==> config.mk <==
export PLATFORM = sky130hd
export DESIGN_NAME = port5_link_and_storm_control_regs
export DESIGN_NICKNAME = d
export VERILOG_FILES = /design/src/design/port5_link_and_storm_pkg.sv /design/src/design/port5_link_and_storm_control_regs.sv
export VERILOG_INCLUDE_DIRS = /design/src /design/src/design
export SDC_FILE = /design/constraint.sdc
export NUM_CORES = 1
export LEC_CHECK = 0
export ABC_AREA = 1
export BUFFER_PORTS_ARGS = -buffer_cell sky130_fd_sc_hd__buf_2
export CELL_PAD_IN_SITES_DETAIL_PLACEMENT = 0
export CELL_PAD_IN_SITES_GLOBAL_PLACEMENT = 1
export CORE_MARGIN = 1
export CORE_UTILIZATION = 45
export DETAILED_ROUTE_END_ITERATION = 10
export GPL_TIMING_DRIVEN = 0
export PLACE_DENSITY = 0.91
export SLEW_MARGIN = 10
export SYNTH_ARGS = -nofsm -noshare
export SYNTH_HDL_FRONTEND = slang
export SYNTH_SLANG_ARGS = --single-unit
==> constraint.sdc <==
create_clock -name i_mclk -period 5.15 [get_ports i_mclk]
set_input_delay 1.03 -clock i_mclk [delete_from_list [all_inputs] [get_ports i_mclk]]
set_output_delay 1.03 -clock i_mclk [all_outputs]
set_load 0.005 [all_outputs]
==> src/design/port5_link_and_storm_regs.svh <==
// register offsets, field positions, reset values and timing for the port-5 link block
`ifndef PORT5_LINK_AND_STORM_REGS_SVH
`define PORT5_LINK_AND_STORM_REGS_SVH

// -----------------------------------------------------------------
// offsets
// -----------------------------------------------------------------
`define OFS_PORT5_LINK_AND_STORM_HIGH 8'h06
`define OFS_STORM_RATE_LOW_BYTE       8'h07
`define OFS_FACTORY_TEST_A            8'h08
`define OFS_FACTORY_TEST_B            8'h09
`define OFS_FACTORY_TEST_C            8'h0a
`define OFS_GLOBAL_CONTROL_NINE       8'h0b

// -----------------------------------------------------------------
// field positions
// -----------------------------------------------------------------
`define BIT_HALF_DUPLEX     6
`define BIT_PAUSE_EN        5
`define BIT_SPEED_10        4
`define BIT_NULL_VID_REPL   3
`define BIT_CTL9_EDGE_SEL   6
`define BIT_CTL9_POWER_SAVE 3

// -----------------------------------------------------------------
// reset values
// -----------------------------------------------------------------
`define RST_STORM_RATE    11'h04a
`define RST_FACTORY_TEST_A 8'h00
`define RST_FACTORY_TEST_B 8'h4c
`define RST_FACTORY_TEST_C 8'h00

// -----------------------------------------------------------------
// timing
// -----------------------------------------------------------------
`define MCLK_KHZ          100000
`define STORM_PERIOD_100_MS 50
`define STORM_PERIOD_10_MS  500
`define STORM_PERIOD_RATIO  (`STORM_PERIOD_10_MS / `STORM_PERIOD_100_MS)

`endif

==> src/design/port5_link_and_storm_pkg.sv <==
// types shared by the port-5 link and storm control block
package port5_link_and_storm_pkg;
  typedef logic [7:0]  reg_byte_t;
  typedef logic [10:0] storm_rate_t;
  typedef logic [11:0] block_count_t;
endpackage : port5_link_and_storm_pkg

==> src/design/port5_link_and_storm_control_regs.sv <==
// port-5 link settings, null-vid replacement, storm control and factory-test registers
// What this block does
// - duplex bit 6: one selects half duplex, zero full duplex
// - duplex bit loads from duplex strap at reset, pull-down means full duplex
// - pause bit 5 enables full-duplex pause flow control on port-5 interface
// - pause bit loads from pause strap at reset, default disabled
// - speed bit 4: one selects 10 Mbps, zero selects 100 Mbps
// - speed bit loads from speed strap at reset, default 100 Mbps
// - bit 3 set replaces null vlan identifier with port default identifier
// - storm threshold is 11 bits, [10:8] then [7:0], 64-byte blocks per period
// - storm period is 50 ms at 100 Mbps and 500 ms at 10 Mbps
// - storm threshold resets to 0x4a, upper bits zero
`timescale 1ns/10ps
`default_nettype none
`include "port5_link_and_storm_regs.svh"

module port5_link_and_storm_control_regs #(
  parameter int unsigned NUM_PORTS = 5,
  parameter int unsigned P100_CYC  = `STORM_PERIOD_100_MS * `MCLK_KHZ
) (
  // clock and reset
  input  wire logic                   i_mclk,
  input  wire logic                   i_sys_rst,
  // register access port
  input  wire logic                   i_reg_wr,
  input  wire logic                   i_reg_rd,
  input  wire logic [7:0]             i_reg_addr,
  input  wire logic [7:0]             i_reg_wdata,
  output logic      [7:0]             o_reg_rdata,
  // strap pins
  input  wire logic                   i_duplex_strap_input,
  input  wire logic                   i_pause_strap_input,
  input  wire logic                   i_speed_strap_input,
  // port-5 switch-side interface settings
  output logic                        o_half_duplex,
  output logic                        o_pause_en,
  output logic                        o_speed_10,
  output logic                        o_null_vid_replace,
  output logic      [10:0]            o_storm_rate,
  // broadcast storm per input port
  input  wire logic [NUM_PORTS-1:0]   i_port_speed_10,
  input  wire logic [NUM_PORTS-1:0]   i_bcast_block,
  output logic      [NUM_PORTS-1:0]   o_bcast_drop
);

  // -----------------------------------------------------------------
  // strap synchronisers
  // -----------------------------------------------------------------
  logic [2:0] strap_s1_r, strap_s2_r, strap_s3_r;
  logic [2:0] strap_ok;

  always_ff @(posedge i_mclk) begin
    strap_s1_r <= {i_duplex_strap_input, i_pause_strap_input, i_speed_strap_input};
    strap_s2_r <= strap_s1_r;
    strap_s3_r <= strap_s2_r;
  end
  assign strap_ok = ~(strap_s2_r ^ strap_s3_r);

  function automatic logic hit(input logic [7:0] a, input logic [7:0] ofs);
    hit = (a == ofs);
  endfunction : hit

  // -----------------------------------------------------------------
  // control registers
  // -----------------------------------------------------------------
  logic                              half_duplex_r, half_duplex_nxt;
  logic                              pause_en_r, pause_en_nxt;
  logic                              speed_10_r, speed_10_nxt;
  logic                              null_vid_r, null_vid_nxt;
  port5_link_and_storm_pkg::storm_rate_t rate_r, rate_nxt;
  logic [1:0]                        ctl9_r, ctl9_nxt;
  logic                              wr_high, wr_low, wr_nine;

  assign wr_high = i_reg_wr & hit(i_reg_addr, `OFS_PORT5_LINK_AND_STORM_HIGH);
  assign wr_low  = i_reg_wr & hit(i_reg_addr, `OFS_STORM_RATE_LOW_BYTE);
  assign wr_nine = i_reg_wr & hit(i_reg_addr, `OFS_GLOBAL_CONTROL_NINE);

  always_comb begin
    half_duplex_nxt = half_duplex_r;
    pause_en_nxt    = pause_en_r;
    speed_10_nxt    = speed_10_r;
    null_vid_nxt    = null_vid_r;
    rate_nxt        = rate_r;
    ctl9_nxt        = ctl9_r;
    if (i_sys_rst) begin
      if (strap_ok[2]) half_duplex_nxt = strap_s3_r[2];
      if (strap_ok[1]) pause_en_nxt = strap_s3_r[1];
      if (strap_ok[0]) speed_10_nxt = strap_s3_r[0];
      null_vid_nxt = 1'b0;
      rate_nxt     = `RST_STORM_RATE;
      ctl9_nxt     = 2'h0;
    end else begin
      if (wr_high) begin
        half_duplex_nxt = i_reg_wdata[`BIT_HALF_DUPLEX];
        pause_en_nxt    = i_reg_wdata[`BIT_PAUSE_EN];
        speed_10_nxt    = i_reg_wdata[`BIT_SPEED_10];
        null_vid_nxt    = i_reg_wdata[`BIT_NULL_VID_REPL];
        rate_nxt[10:8]  = i_reg_wdata[2:0];
      end
      if (wr_low) rate_nxt[7:0] = i_reg_wdata;
      if (wr_nine) ctl9_nxt = {i_reg_wdata[`BIT_CTL9_EDGE_SEL], i_reg_wdata[`BIT_CTL9_POWER_SAVE]};
    end
  end

  always_ff @(posedge i_mclk) begin
    half_duplex_r <= half_duplex_nxt;
    pause_en_r    <= pause_en_nxt;
    speed_10_r    <= speed_10_nxt;
    null_vid_r    <= null_vid_nxt;
    rate_r        <= rate_nxt;
    ctl9_r        <= ctl9_nxt;
  end

  assign o_half_duplex      = half_duplex_r;
  assign o_pause_en         = pause_en_r;
  assign o_speed_10         = speed_10_r;
  assign o_null_vid_replace = null_vid_r;
  assign o_storm_rate       = rate_r;

  // -----------------------------------------------------------------
  // read data
  // -----------------------------------------------------------------
  port5_link_and_storm_pkg::reg_byte_t rdata_r, rdata_nxt;

  always_comb begin
    rdata_nxt = rdata_r;
    if (i_sys_rst) begin
      rdata_nxt = 8'h00;
    end else if (i_reg_rd) begin
      rdata_nxt = 8'h00;
      if (hit(i_reg_addr, `OFS_PORT5_LINK_AND_STORM_HIGH))
        rdata_nxt = {1'b0, half_duplex_r, pause_en_r, speed_10_r, null_vid_r, rate_r[10:8]};
      if (hit(i_reg_addr, `OFS_STORM_RATE_LOW_BYTE)) rdata_nxt = rate_r[7:0];
      if (hit(i_reg_addr, `OFS_FACTORY_TEST_A)) rdata_nxt = `RST_FACTORY_TEST_A;
      if (hit(i_reg_addr, `OFS_FACTORY_TEST_B)) rdata_nxt = `RST_FACTORY_TEST_B;
      if (hit(i_reg_addr, `OFS_FACTORY_TEST_C)) rdata_nxt = `RST_FACTORY_TEST_C;
      if (hit(i_reg_addr, `OFS_GLOBAL_CONTROL_NINE))
        rdata_nxt = {1'b0, ctl9_r[1], 2'h0, ctl9_r[0], 3'h0};
    end
  end

  always_ff @(posedge i_mclk) begin
    rdata_r <= rdata_nxt;
  end
  assign o_reg_rdata = rdata_r;

  // -----------------------------------------------------------------
  // storm period timer
  // -----------------------------------------------------------------
  logic [31:0] tmr_r, tmr_nxt;
  logic [3:0]  sub_r, sub_nxt;
  logic        tick_100, tick_10;

  assign tick_100 = (tmr_r == P100_CYC - 1);
  assign tick_10  = tick_100 && (sub_r == 4'(`STORM_PERIOD_RATIO - 1));

  always_comb begin
    tmr_nxt = tmr_r + 32'h1;
    sub_nxt = sub_r;
    if (i_sys_rst) begin
      tmr_nxt = 32'h0;
      sub_nxt = 4'h0;
    end else if (tick_100) begin
      tmr_nxt = 32'h0;
      sub_nxt = tick_10 ? 4'h0 : sub_r + 4'h1;
    end
  end

  always_ff @(posedge i_mclk) begin
    tmr_r <= tmr_nxt;
    sub_r <= sub_nxt;
  end

  // -----------------------------------------------------------------
  // per-port block counters and drop flags
  // -----------------------------------------------------------------
  port5_link_and_storm_pkg::block_count_t cnt_r [NUM_PORTS];
  port5_link_and_storm_pkg::block_count_t cnt_nxt [NUM_PORTS];
  logic [NUM_PORTS-1:0] drop_r, drop_nxt;

  always_comb begin
    for (int p = 0; p < NUM_PORTS; p++) begin
      cnt_nxt[p]  = cnt_r[p];
      drop_nxt[p] = drop_r[p];
      if (i_sys_rst) begin
        cnt_nxt[p]  = 12'h000;
        drop_nxt[p] = 1'b0;
      end else if (i_port_speed_10[p] ? tick_10 : tick_100) begin
        cnt_nxt[p]  = 12'h000;
        drop_nxt[p] = 1'b0;
      end else begin
        if (i_bcast_block[p] && cnt_r[p] != 12'hfff) cnt_nxt[p] = cnt_r[p] + 12'h001;
        drop_nxt[p] = (cnt_nxt[p] > {1'b0, rate_r});
      end
    end
  end

  always_ff @(posedge i_mclk) begin
    cnt_r  <= cnt_nxt;
    drop_r <= drop_nxt;
  end
  assign o_bcast_drop = drop_r;
endmodule : port5_link_and_storm_control_regs

`default_nettype wire

# Word-level counts from Yosys, hierarchy flattened
# Index checks and enable logic that the tools add are counted.
[op_classes] n_addsub=7 order_cmp=5 eq_ne=16 mux=36 n_bitwise=5 n_reduce_logical=16
[ops] operator="$mux W12" n=15
[ops] operator="$add A12 B1 Y12 const B" n=5
[ops] operator="$gt A12 B11 Y1" n=5
[ops] operator="$ne A12 B12 Y1 const B" n=5
[ops] operator="$mux W8" n=5
[ops] operator="$add A32 B1 Y32 const B" n=1
[ops] operator="$eq A32 B23 Y1 const B" n=1
[ops] operator="$eq A8 B4 Y1 const B" n=4
[ops] operator="$eq A8 B3 Y1 const B" n=2
[ops] operator="$mux W1" n=14
[ops] operator="$reduce_or A2 Y1" n=6
[ops] operator="$mux W7" n=1
[ops] operator="$logic_and A1 B1 Y1" n=6
[ops] operator="$ne A2 B1 Y1 const B" n=3
[ops] operator="$reduce_and A2 Y1" n=3
[ops] operator="$add A4 B1 Y4 const B" n=1
[ops] operator="$eq A4 B4 Y1 const B" n=1
[ops] operator="$mux W4" n=1
[ops] operator="$and A1 B1 Y1" n=3
[ops] operator="$not A3 Y3" n=1
[ops] operator="$xor A3 B3 Y3" n=1
[ops] operator="$reduce_bool A2 Y1" n=1
[totals] reg_bits=135 out_inout_bits=28 elab_cells=108

# Longest topological paths before layout
# Gate-level depths: netlist of the first run.
[depth] word_depth=7 ltp_mapped=25 ltp_nobuf=24

# Least setup slack after synthesis of the first run
# No wires, ideal clock.
[synth_timing] path_type="input -> register" start="input port i_bcast_block[3]" end="register drop_r[3], in the netlist o_bcast_drop[3]" arrival_time_ns=2.651 slack_ns=2.385 stages=16 n_path_buf=1 cell_sequence="buf_2 -> nand4_1 -> nor3_1 -> nand2_1 -> nor2_1 -> nor2_1 -> ha_1 -> a21o_1 -> nor2_1 -> nand2_1 -> nand2_1 -> nand2_1 -> nand2_1 -> nand2_1 -> nand2_1 -> nand2_1"
[synth_between] elab_chain_len=5
[synth_rtl] element="from (decl)" line_no="port5_link_and_storm_control_regs.sv:42" text="input wire logic [NUM_PORTS-1:0] i_bcast_block,"
[synth_rtl] element="$logic_and A1 B1 Y1" line_no="port5_link_and_storm_control_regs.sv:192" text="if (i_bcast_block[p] && cnt_r[p] != 12'hfff) cnt_nxt[p] = cnt_r[p] + 12'h001;"
[synth_rtl] element="$mux W12" line_no="port5_link_and_storm_control_regs.sv:192"
[synth_rtl] element="$mux W12" line_no="port5_link_and_storm_control_regs.sv:188" text="end else if (i_port_speed_10[p] ? tick_10 : tick_100) begin"
[synth_rtl] element="$mux W12" line_no="port5_link_and_storm_control_regs.sv:185" text="if (i_sys_rst) begin"
[synth_rtl] element="$gt A12 B11 Y1" line_no="port5_link_and_storm_control_regs.sv:193" text="drop_nxt[p] = (cnt_nxt[p] > {1'b0, rate_r});"
[synth_rtl] element="to (signal assigned)" line_no="port5_link_and_storm_control_regs.sv:200" text="drop_r <= drop_nxt;"
[synth_rtl] element="to (decl)" line_no="port5_link_and_storm_control_regs.sv:179" text="logic [NUM_PORTS-1:0] drop_r, drop_nxt;"
# Every way passes these cells. The select of a mux whose other input is x is not followed.
# A chain may end at the register's enable or synchronous reset.

# Final worst setup path of the first run
[layout_timing] start="register cnt_r[48] (netlist bit)" end="register drop_r[0], in the netlist o_bcast_drop[0]"
[layout_between] elab_chain_len=6 word_cells_on_any_way=7 cone_classes="add/sub (1); order compare (1); eq/ne (1); mux (3); reduce/logical (1)"
[layout_rtl] element="from (decl)" line_no="port5_link_and_storm_control_regs.sv:177" text="port5_link_and_storm_pkg::block_count_t cnt_r [NUM_PORTS];"
[layout_rtl] element="from (signal assigned)" line_no="port5_link_and_storm_control_regs.sv:199" text="cnt_r <= cnt_nxt;"
[layout_rtl] element="parallel branches: the longest is 2 deep, another holds $add A12 B1 Y12"
[layout_rtl] element="$mux W12 (*)" line_no="port5_link_and_storm_control_regs.sv:192"
[layout_rtl] element="$mux W12 (*)" line_no="port5_link_and_storm_control_regs.sv:188"
[layout_rtl] element="$mux W12 (*)" line_no="port5_link_and_storm_control_regs.sv:185"
[layout_rtl] element="$gt A12 B11 Y1 (*)" line_no="port5_link_and_storm_control_regs.sv:193"
# Mark *: on every way between the ends. The select of a mux whose other input is x is not followed.

==> metrics.txt, run 1 <==
largest net degree at the start of global routing 17; GRT overflow 0; P_leak 0.00459 uW; cells on worst reg2reg path 22; instance count of the mapped netlist 1266; layout cells sized above 1 10.7%; Via density 5.03; total core area 18200 um^2; Cell variety after synth 45; DR vias 7968; run status finished clean; Hold Crit Class flop to flop; Critical Path Source Type flop; WHS 0.328 ns; Max Freq 345 MHz; GR Util All Layers 23.5%; Clock Sinks 135; Seq cells post-synth 135; R2R Setup Slk 2.25 ns; r2r startpoint cnt_r[48]; nets@finish 1439; Avg WL per Cell 13.7 um; area of the multi-input gates 4850 um^2; starting density of the core 46.4%; CP Max Fanout 10; placed insts 1553; CTS tree built; Setup Skew 0.0118 ns; Die ar. 19300 um^2; Max IR drop VDD 0.245 mV; Primary FF master, synth dfxtp_1; power density over the cells 268 nW/um^2; CTS H-tree lvls 4; Die W 139 um; FF-to-FF End o_bcast_drop[0]; Max Slew Vio Count 0; YS warnings 0; Port Buf Inserts 58; number of buffers created by CTS 17; critical path class flop to flop; first-pass GRT wire length 36000 um; Final Hold Viols 0; Layout area overhead 13.6%; diode count 0; hold buffers post-CTS 0; Post-synth EDFFs 3; FF/Latch Area 2730 um^2; synthesized area 8450 um^2; max-cap violations 0; First DRT Iteration DRCs 373; Post-CTS Resized 0; post-DP HPWL 16600 um; WL final 21700 um; # rows 49; initial antenna violation count 0; Worst-Margin Slew 0.623 ns; fin crit period 2.90 ns; final cell count without fillers 1585; Critical Path RT 5.47 ns; Die H 139 um; fill count 1882; crit path to o_bcast_drop[0]; clock buffer depth 2; clock transition at the registers of the reported paths 0.06 ns; Worst slew margin 58.1%; Pre-Repair DR Iteration Count 7; RePlAce Congestion 0.892; Avg Inst Size Synth 6.67 um^2; crit path DAT 3.22 ns; endpoint class of the critical path flop; RSZ-0062 raised after global routing no; ys async rst share 0%; clk_lat worst skew 0.43 ns; IO Pins 61; final worst-path cycle share 56.3%; Worst setup startpoint cnt_r[48]; post-synth net total 1362; Total Negative Setup Slacks 0 ns; final core occ 52.7%; DRC 0; final setup vio count 0; vias in the first global route 7441; Post CTS Setup Buffer Count 0; post-route ant nets 0; Seq/Total Area, Yosys 32.4%; CTS root buf clkbuf_16
## through the flow
stage               setup slack, ns  power (uW)  instance area, um^2
global route                   1.99        2680                 9590
global placement               2.05        1400                 9020
detailed placement             2.02        1410                 9020
floorplan                      2.39        1320                 8450
finish                         2.25        2570                 9590
CTS                            2.24        2590                 9590
## where the power goes
| group | switching, uW | leakage [uW] | total, uW | internal (uW) |
|---|---|---|---|---|
| registers | 35.3 | 0.00111 | 1120 | 1090 |
| logic | 163 | 0.00321 | 264 | 101 |
| clock network | 482 | 0.000269 | 1190 | 704 |
| total | 681 | 0.00459 | 2570 | 1890 |
## cells in the mapped netlist, drive strengths merged, types with 2 or more instances
library cell    n  share of area [%]
nor2          157                7.4
xor2           47                5.0
nor4            5               0.44
xnor2           5               0.52
and2            3               0.24
o31ai           2               0.18
edfxtp          3                1.1
inv           199                8.9
dfxtp         132                 31
and3            2               0.15
or2             6               0.44
nor3           40                2.8
o21a            2               0.18
buf            13                1.0
a21oi          63                3.7
nand3b          5               0.44
ha             63                9.3
o21ai          36                2.2
a31oi           2               0.15
o211ai         15                1.3
nand3          58                3.4
nand4          19                1.4
clkbuf          5               0.22
a21o            5               0.44
nor3b           2               0.31
nand2         376                 17
## cells in the final DEF, fill, tap and decap left out, drive strengths merged, types with 19 or more instances in the layout
| cell type | count |
|---|---|
| dfxtp | 132 |
| a21oi | 63 |
| ha | 63 |
| xor2 | 47 |
| o21ai | 36 |
| clkbuf | 27 |
| nor3 | 40 |
| nand3 | 58 |
| nand4 | 19 |
| buf | 71 |
| nand2 | 376 |
| inv | 201 |
| nor2 | 157 |
## registers in the layout (all words and copies together) (netlist names), 2 cells and up
register      count
cnt_r            60
ctl9_r            2
o_bcast_drop      5
o_reg_rdata       8
o_storm_rate     11
strap_s1_r        3
strap_s2_r        3
strap_s3_r        3
sub_r             4
tmr_r            32
## area by class of cell
cell class,instances,share of cell area (%)
Sequential cell,135,28.5
Multi-Input combinational cell,914,50.6
Buffer,18,1.10
Tap cell,229,2.99
Timing Repair Buffer,58,3.03
Inverter,199,7.86
Clock inverter,10,1.00
Clock buffer,22,4.94
## cells by family (layout without fill, tap and decap cells)
| group | count (synthesis) | count (layout) | share of synthesized area (%) |
|---|---|---|---|
| AOI/OAI and AO/OA | 126 | 126 | 8.28 |
| xor gates and xnor gates | 52 | 52 | 5.48 |
| adders and majority gates | 63 | 63 | 9.33 |
| buffers and inverters | 217 | 307 | 10.2 |
| DFF | 135 | 135 | 32.4 |
| and+or+nand+nor | 673 | 673 | 34.4 |
## routing by layer
| layer | global-route usage [%] | wire, um | up-vias |
|---|---|---|---|
| met5 | 0 | 0 | - |
| met4 | 9.42 | 549 | 0 |
| met3 | 4.42 | 785 | 41 |
| met2 | 38.3 | 10100 | 165 |
| met1 | 30.5 | 10300 | 3602 |
| li1 | - | - | 4160 |
## worst min-delay path by stage
stage	from	to	depth (start not counted)	slack (ns)
2_1_floorplan	strap_s1_r[0]	strap_s2_r[0]	0	0.31
6_report	strap_s1_r[0]	strap_s2_r[0]	0	0.33
5_1_grt	strap_s1_r[0]	strap_s2_r[0]	0	0.33
3_3_place_gp	strap_s1_r[0]	strap_s2_r[0]	0	0.31
3_5_place_dp	strap_s1_r[0]	strap_s2_r[0]	0	0.31
4_1_cts	strap_s1_r[0]	strap_s2_r[0]	0	0.33
## critical path, cell delays in order (launching register included)
cell and delay, ns:
dfxtp_1 0.44, ha_1 0.25, nand2_1 0.07, inv_1 0.08
nand2_2 0.08, nor3_4 0.18, nand2_2 0.10, nand2_4 0.10
inv_4 0.07, buf_6 0.14, o21ai_1 0.21, inv_1 0.07
ha_1 0.29, a21oi_1 0.15, nor2_1 0.05, nor2_1 0.09
nand2_1 0.07, nand2_1 0.06, nand2_1 0.05, nand2_1 0.05
nand2_1 0.05, nand2_1 0.07, nand2_1 0.05
Power figures use the tool's default switching activity.
==> inputs of run 2 (changes only) <==
--- a/config.mk
+++ b/config.mk
@@ -11,10 +11,10 @@
 export CELL_PAD_IN_SITES_DETAIL_PLACEMENT = 0
 export CELL_PAD_IN_SITES_GLOBAL_PLACEMENT = 1
 export CORE_MARGIN = 1
-export CORE_UTILIZATION = 45
+export CORE_UTILIZATION = 44
 export DETAILED_ROUTE_END_ITERATION = 10
 export GPL_TIMING_DRIVEN = 0
-export PLACE_DENSITY = 0.91
+export PLACE_DENSITY = 0.9
 export SLEW_MARGIN = 10
 export SYNTH_ARGS = -nofsm -noshare
 export SYNTH_HDL_FRONTEND = slang
==> constraint.sdc (replaced) <==
create_clock -name i_mclk -period 2.8 [get_ports i_mclk]
set_input_delay 0.56 -clock i_mclk [delete_from_list [all_inputs] [get_ports i_mclk]]
set_output_delay 0.56 -clock i_mclk [all_outputs]
set_load 0.005 [all_outputs]
==> metrics.txt, run 2 (synthesis results as in run 1) <==
run status finished clean; initial antenna violation count 1 (+1); Worst setup startpoint cnt_r[48]; Setup Slack @ Placement -0.0622 ns (-2.08 ns); leading cell type in the layout, fill and taps excluded nand2_1; CP Max Fanout 10 (unchanged); P_sw 1370 uW (+100%); DR vias 7897 (-0.89%); Max Freq 377 MHz (+9.3%); power density over the cells 484 nW/um^2 (+81%); starting density of the core 45.0% (-1.4 points); Biggest register cnt_r; fill count 1966 (+4.5%); FF-to-FF End o_bcast_drop[0]; worst hold path startpoint i_speed_strap_input; final worst-path cycle share 94.8% (+38 points); First DRT Iteration DRCs 457 (+23%); r2r startpoint cnt_r[48]; critical path class flop to flop; final core occ 52.1% (-0.54 points); fin crit period 2.65 ns (-0.246 ns); Final Worst Setup Slack 0.146 ns (-2.10 ns); R2R Setup Slk 0.15 ns (-2.10 ns); post-route ant nets 0 (unchanged); DRC 0 (unchanged); Layout area overhead 15.9%; final setup vio count 0 (unchanged); clk_lat worst skew 0.44 ns (about the same); Max stage delay on crit path 0.37 ns (-0.07 ns); clock transition at the registers of the reported paths 0.06 ns (about the same); Power, Total 4740 uW (+84%); cells on worst reg2reg path 19 (-14%); RePlAce Congestion 0.884 (-0.84%); Pre-Repair DR Iteration Count 5 (-2); CP Cell Sequence ha_4, nand2_1, inv_2, nand2_2, nor3_4, nand2_2, nand2_4, inv_4, buf_8, o21ai_4, inv_2, ha_4, nand2_1, inv_1, nand2_1, nor4_2, nor2_1, nand2_1, nand2_1; Final Hold Viols 0 (unchanged); Avg WL per Cell 13.6 um (-0.63%); first-pass GRT wire length 35700 um (-0.63%); Comb pwr share 10.8% (+0.5 points); P_leak 0.00462 uW (+0.71%); sequential power share 43.6% (about the same); Int Power 3370 uW (+78%); CP most frequent cell nand2_1; nets@finish 1444 (+0.35%); CP max-delay cell dfxtp_4; number of buffers created by CTS 17 (unchanged); layout cells sized above 1 13.2% (+2.5 points); Worst slew margin 58.9% (+0.79 points); Max Slew Vio Count 0 (unchanged); CTS H-tree lvls 4 (unchanged); vias in the first global route 7376 (-0.87%); total core area 18800 um^2 (+3.1%); Clock Sinks 135 (unchanged); WL final 21700 um (about the same); Die H 141 um (+1.1%); most frequent cells in the layout nand2_1, inv_1, nor2_1; Port Buf Inserts 58 (unchanged); Via density 4.95 (-1.6%); crit path DAT 2.97 ns (-0.25 ns); # rows 50 (+2.0%); Die W 141 um (+1.1%); Die ar. 19800 um^2 (+2.2%); IO Pins 61 (unchanged); Hold Crit Class input pin to flop; Max IR drop VDD 0.429 mV (+75%); switching part of the total 28.9% (+2.5 points); post-DP HPWL 16500 um (-0.69%); endpoint class of the critical path flop; Worst-Margin Slew 0.612 ns (-0.0118 ns); Clk network pwr share 45.6% (-0.5 points); GR Util All Layers 23.0% (-0.48 points); WHS 0.224 ns (-0.104 ns); max-cap violations 0 (unchanged); largest net degree at the start of global routing 17 (unchanged); CTS root buf clkbuf_16; Critical Path Source Type flop; crit path to o_bcast_drop[0]; Setup Skew 0.00949 ns (-0.00227 ns); clock buffer depth 2 (unchanged); CTS tree built; GRT overflow 0 (unchanged); max reg flops 60 (unchanged); hold buffers post-CTS 0 (unchanged); Critical Path RT 3.12 ns (-2.35 ns)
-- run 2: cell types whose count changed in the layout (fill, tap and decap cells not counted), moves of 3 or more --
cell and delta:
dfxtp_4 +3, ha_4 +5, o21ai_2 +6, dfxtp_1 -7
inv_8 +3, dfxtp_2 +4, o21ai_1 -8, clkbuf_8 -3
ha_1 -6, buf_4 +5
-- run 2: layout make-up --
cell class / count / area [um^2] / share of cell area, %
antenna: 1 / 2.50 / 0.0256
buffer: 18 / 109 / 1.11
clock buffer: 17 / 425 / 4.35
clock inverter: 15 / 139 / 1.42
inverter: 199 / 754 / 7.71
multi-input combinational: 914 / 4990 / 51.0
sequential: 135 / 2750 / 28.1
tap: 234 / 293 / 2.99
timing repair buffer: 63 / 328 / 3.35
-- run 2: power groups by stage --
stage | Combinational (uW) | Sequential, uW | Clock [uW]
floorplan | 346 | 2090 | 0
global placement | 473 | 2100 | 0
detailed placement | 482 | 2100 | 0
CTS | 486 | 2060 | 2190
global route | 593 | 2080 | 2270
finish | 512 | 2070 | 2160
-- run 2: timing repair --
action	4_1_cts	5_1_grt
buffers inserted	0	5
endpoints found under the setup margin	2	4
pin swaps	0	7
gates resized for setup	3	34
hold endpoints to repair	0	0
-- run 2: routing by layer --
metal  up-vias  GRT usage [%]  part of all wire (%)
li1       4161              -                     -
met1      3547           29.8                    48
met2       159           37.8                    45
met3        30           5.98                   5.7
met4         0           6.06                   1.2
met5         -              0                     0
-- run 2: critical path: cells and delay by family, from the launching register on --
| family | cells | cell delay (ns) |
|---|---|---|
| AND/OR/NAND/NOR | 11 | 1.16 |
| buffers and inverters | 5 | 0.41 |
| adder cells (fa/ha/maj) | 2 | 0.40 |
| flip-flops | 1 | 0.37 |
| AO/OA/AOI/OAI | 1 | 0.16 |
-- run 2: worst min-delay path by stage --
stage	endpoint	slack [ns]	depth (start not counted)
detailed placement	strap_s2_r[1]	0.32	0
global route	strap_s1_r[0]	0.21	1
global placement	strap_s2_r[0]	0.31	0
finish	strap_s1_r[0]	0.22	1
floorplan	strap_s2_r[0]	0.31	0
CTS	strap_s1_r[0]	0.22	1
-- run 2: through the flow --
step                cells  setup TNS, ns  area (um^2)
finish               1596              0         9790
global route         1595        -0.0289         9780
CTS                  1590              0         9600
detailed placement   1558        -0.0622         9030
global placement     1558        -0.0489         9030
floorplan            1266              0         8450
==> inputs of run 3 (changes only) <==
--- a/config.mk
+++ b/config.mk
@@ -10,6 +10,7 @@
 export BUFFER_PORTS_ARGS = -buffer_cell sky130_fd_sc_hd__buf_2
 export CELL_PAD_IN_SITES_DETAIL_PLACEMENT = 0
 export CELL_PAD_IN_SITES_GLOBAL_PLACEMENT = 1
+export CORE_ASPECT_RATIO = 0.7
 export CORE_MARGIN = 1
 export CORE_UTILIZATION = 44
 export DETAILED_ROUTE_END_ITERATION = 10
==> metrics.txt, run 3 (synthesis results as in run 1) <==
fin crit period 2.58 ns (-0.0771 ns); most frequent cells in the layout nand2_1, inv_1, nor2_1; Critical Path RT 3.11 ns (about the same); endpoint class of the critical path flop; GRT overflow 0 (unchanged); WL final 23400 um (+7.7%); Max stage delay on crit path 0.37 ns (about the same); cells on worst reg2reg path 19 (unchanged); Hold Path Depth 1 (unchanged); layout cells sized above 1 13.6% (+0.33 points); clock transition at the registers of the reported paths 0.06 ns (about the same); CP most frequent cell nand2_1; Worst setup startpoint cnt_r[48]; CTS tree built; critical path class flop to flop; Worst slew margin 45.5% (-13 points); diode count 0 (-1); Avg WL per Cell 14.6 um (+7.3%); leading cell type in the layout, fill and taps excluded nand2_1; Clock Sinks 135 (unchanged); First DRT Iteration DRCs 539 (+18%); post-DP HPWL 17700 um (+7.3%); Final Hold Viols 0 (unchanged); RSZ-0062 raised after global routing yes; Worst-Margin Slew 0.810 ns (+0.199 ns); run status finished clean; final core occ 53.7% (+1.5 points); CP Max Fanout 10 (unchanged); Port Buf Inserts 58 (unchanged); GR Util All Layers 24.4% (+1.4 points); RePlAce Congestion 0.955 (+8.0%); Power, Total 4890 uW (+3.2%); final setup vio count 0 (unchanged); Max Slew Vio Count 0 (unchanged); fill count 1838 (-6.5%); Biggest register cnt_r; Pre-Repair DR Iteration Count 5 (unchanged); Max Freq 388 MHz (+3.0%); clk_lat worst skew 0.43 ns (about the same); Critical Path Source Type flop; total core area 18400 um^2 (-1.9%); DR vias 8098 (+2.5%); Setup Skew 0.0113 ns (+0.00184 ns); Layout area overhead 17.0%; CP Cell Sequence ha_4, nand2_1, inv_2, nand2_2, nor3_4, nand2_2, nand2_4, inv_4, buf_8, o21ai_1, inv_1, ha_1, nand2_1, inv_1, nand2_1, nor4_2, nor2_1, nand2_1, nand2_2; worst hold path startpoint i_pause_strap_input; clock buffer depth 2 (unchanged); Die H 118 um (-16%); initial antenna violation count 1 (unchanged); Die ar. 19800 um^2 (about the same); number of buffers created by CTS 17 (unchanged); Via density 5.06 (+2.2%); Max IR drop VDD 0.377 mV (-12%); IO Pins 61 (unchanged); # rows 41 (-18%); vias in the first global route 7343 (-0.45%); WHS 0.226 ns (+0.00226 ns); power density over the cells 495 nW/um^2 (+2.3%); DRC 0 (unchanged); largest net degree at the start of global routing 17 (unchanged); post-route ant nets 0 (unchanged); max reg flops 60 (unchanged); CTS H-tree lvls 4 (unchanged); nets@finish 1448 (+0.28%); starting density of the core 45.9% (+0.86 points); crit path DAT 2.89 ns (-0.08 ns); Die W 168 um (+19%); max-cap violations 0 (unchanged); P_leak 0.00466 uW (+0.89%); CTS root buf clkbuf_16; Hold Crit Class input pin to flop; r2r startpoint cnt_r[48]; CP max-delay cell dfxtp_4; final worst-path cycle share 92.0% (-2.8 points); first-pass GRT wire length 37800 um (+5.7%)
[run 3: changes by cell type in the layout (fill, tap and decap cells not counted), moves of 2 or more]
| cell | change |
|---|---|
| clkinvlp_4 | -2 |
| clkinv_4 | +2 |
| o21ai_2 | -2 |
| buf_4 | +4 |
| clkinv_2 | +2 |
| o21ai_1 | +3 |
| bufinv_16 | +2 |
| o21ai_0 | -2 |
[run 3: path summary, 6_finish.rpt]
path | to | slack [ns]
worst max-delay path | o_bcast_drop[0] | 0.22
worst max register to register | o_bcast_drop[0] | 0.22
worst min register to register | strap_s2_r[1] | 0.33
worst min-delay path | strap_s1_r[1] | 0.23
[run 3: timing repair]
item / in CTS / in global routing
resized for setup: 3 / 41
pin swaps: 0 / 6
setup endpoints to repair: 2 / 4
hold buffers: 0 / 0
buffers inserted: 0 / 9
[run 3: stage by stage]
stage	setup TNS [ns]	instances	instance area [um^2]	setup WS, ns
after floorplan	0	1266	8450	0.367
after global placement	-0.166	1560	9030	-0.0989
after detailed placement	-0.164	1560	9030	-0.0926
after CTS	0	1592	9630	0.00713
after global routing	-0.0410	1601	9880	-0.0410
final	0	1601	9880	0.224
[run 3: worst max-delay path, delay by kind of cell (launching register included)]
kind	cells	cell delay (ns)
buffers and inverters	5	0.44
flip-flops	1	0.37
adder cells (fa/ha/maj)	2	0.45
AO/OA/AOI/OAI	1	0.19
AND/OR/NAND/NOR	11	1.00
[run 3: where the power goes]
group	switching (uW)	internal [uW]	total, uW
Combinational	316	206	522
Sequential	70.5	2000	2070
Clock	971	1330	2300
[run 3: cell type report]
cell class              count  area [um^2]  share of cell area, %
inverters                 199          754                   7.64
repair buffers             67          358                   3.62
flip-flops and latches    135         2750                   27.8
multi-input cells         914         5020                   50.8
plain buffers              18          111                   1.13
clock inverters            15          169                   1.71
clock buffers              17          425                   4.31
well taps                 236          295                   2.99
[run 3: metal layers]
layer	track usage [%]	vias to the layer above	wire length [um]
li1	-	4191	-
met3	5.58	32	1330
met2	34.8	211	9330
met1	35.7	3662	12400
met5	0	-	8
met4	7.74	2	381
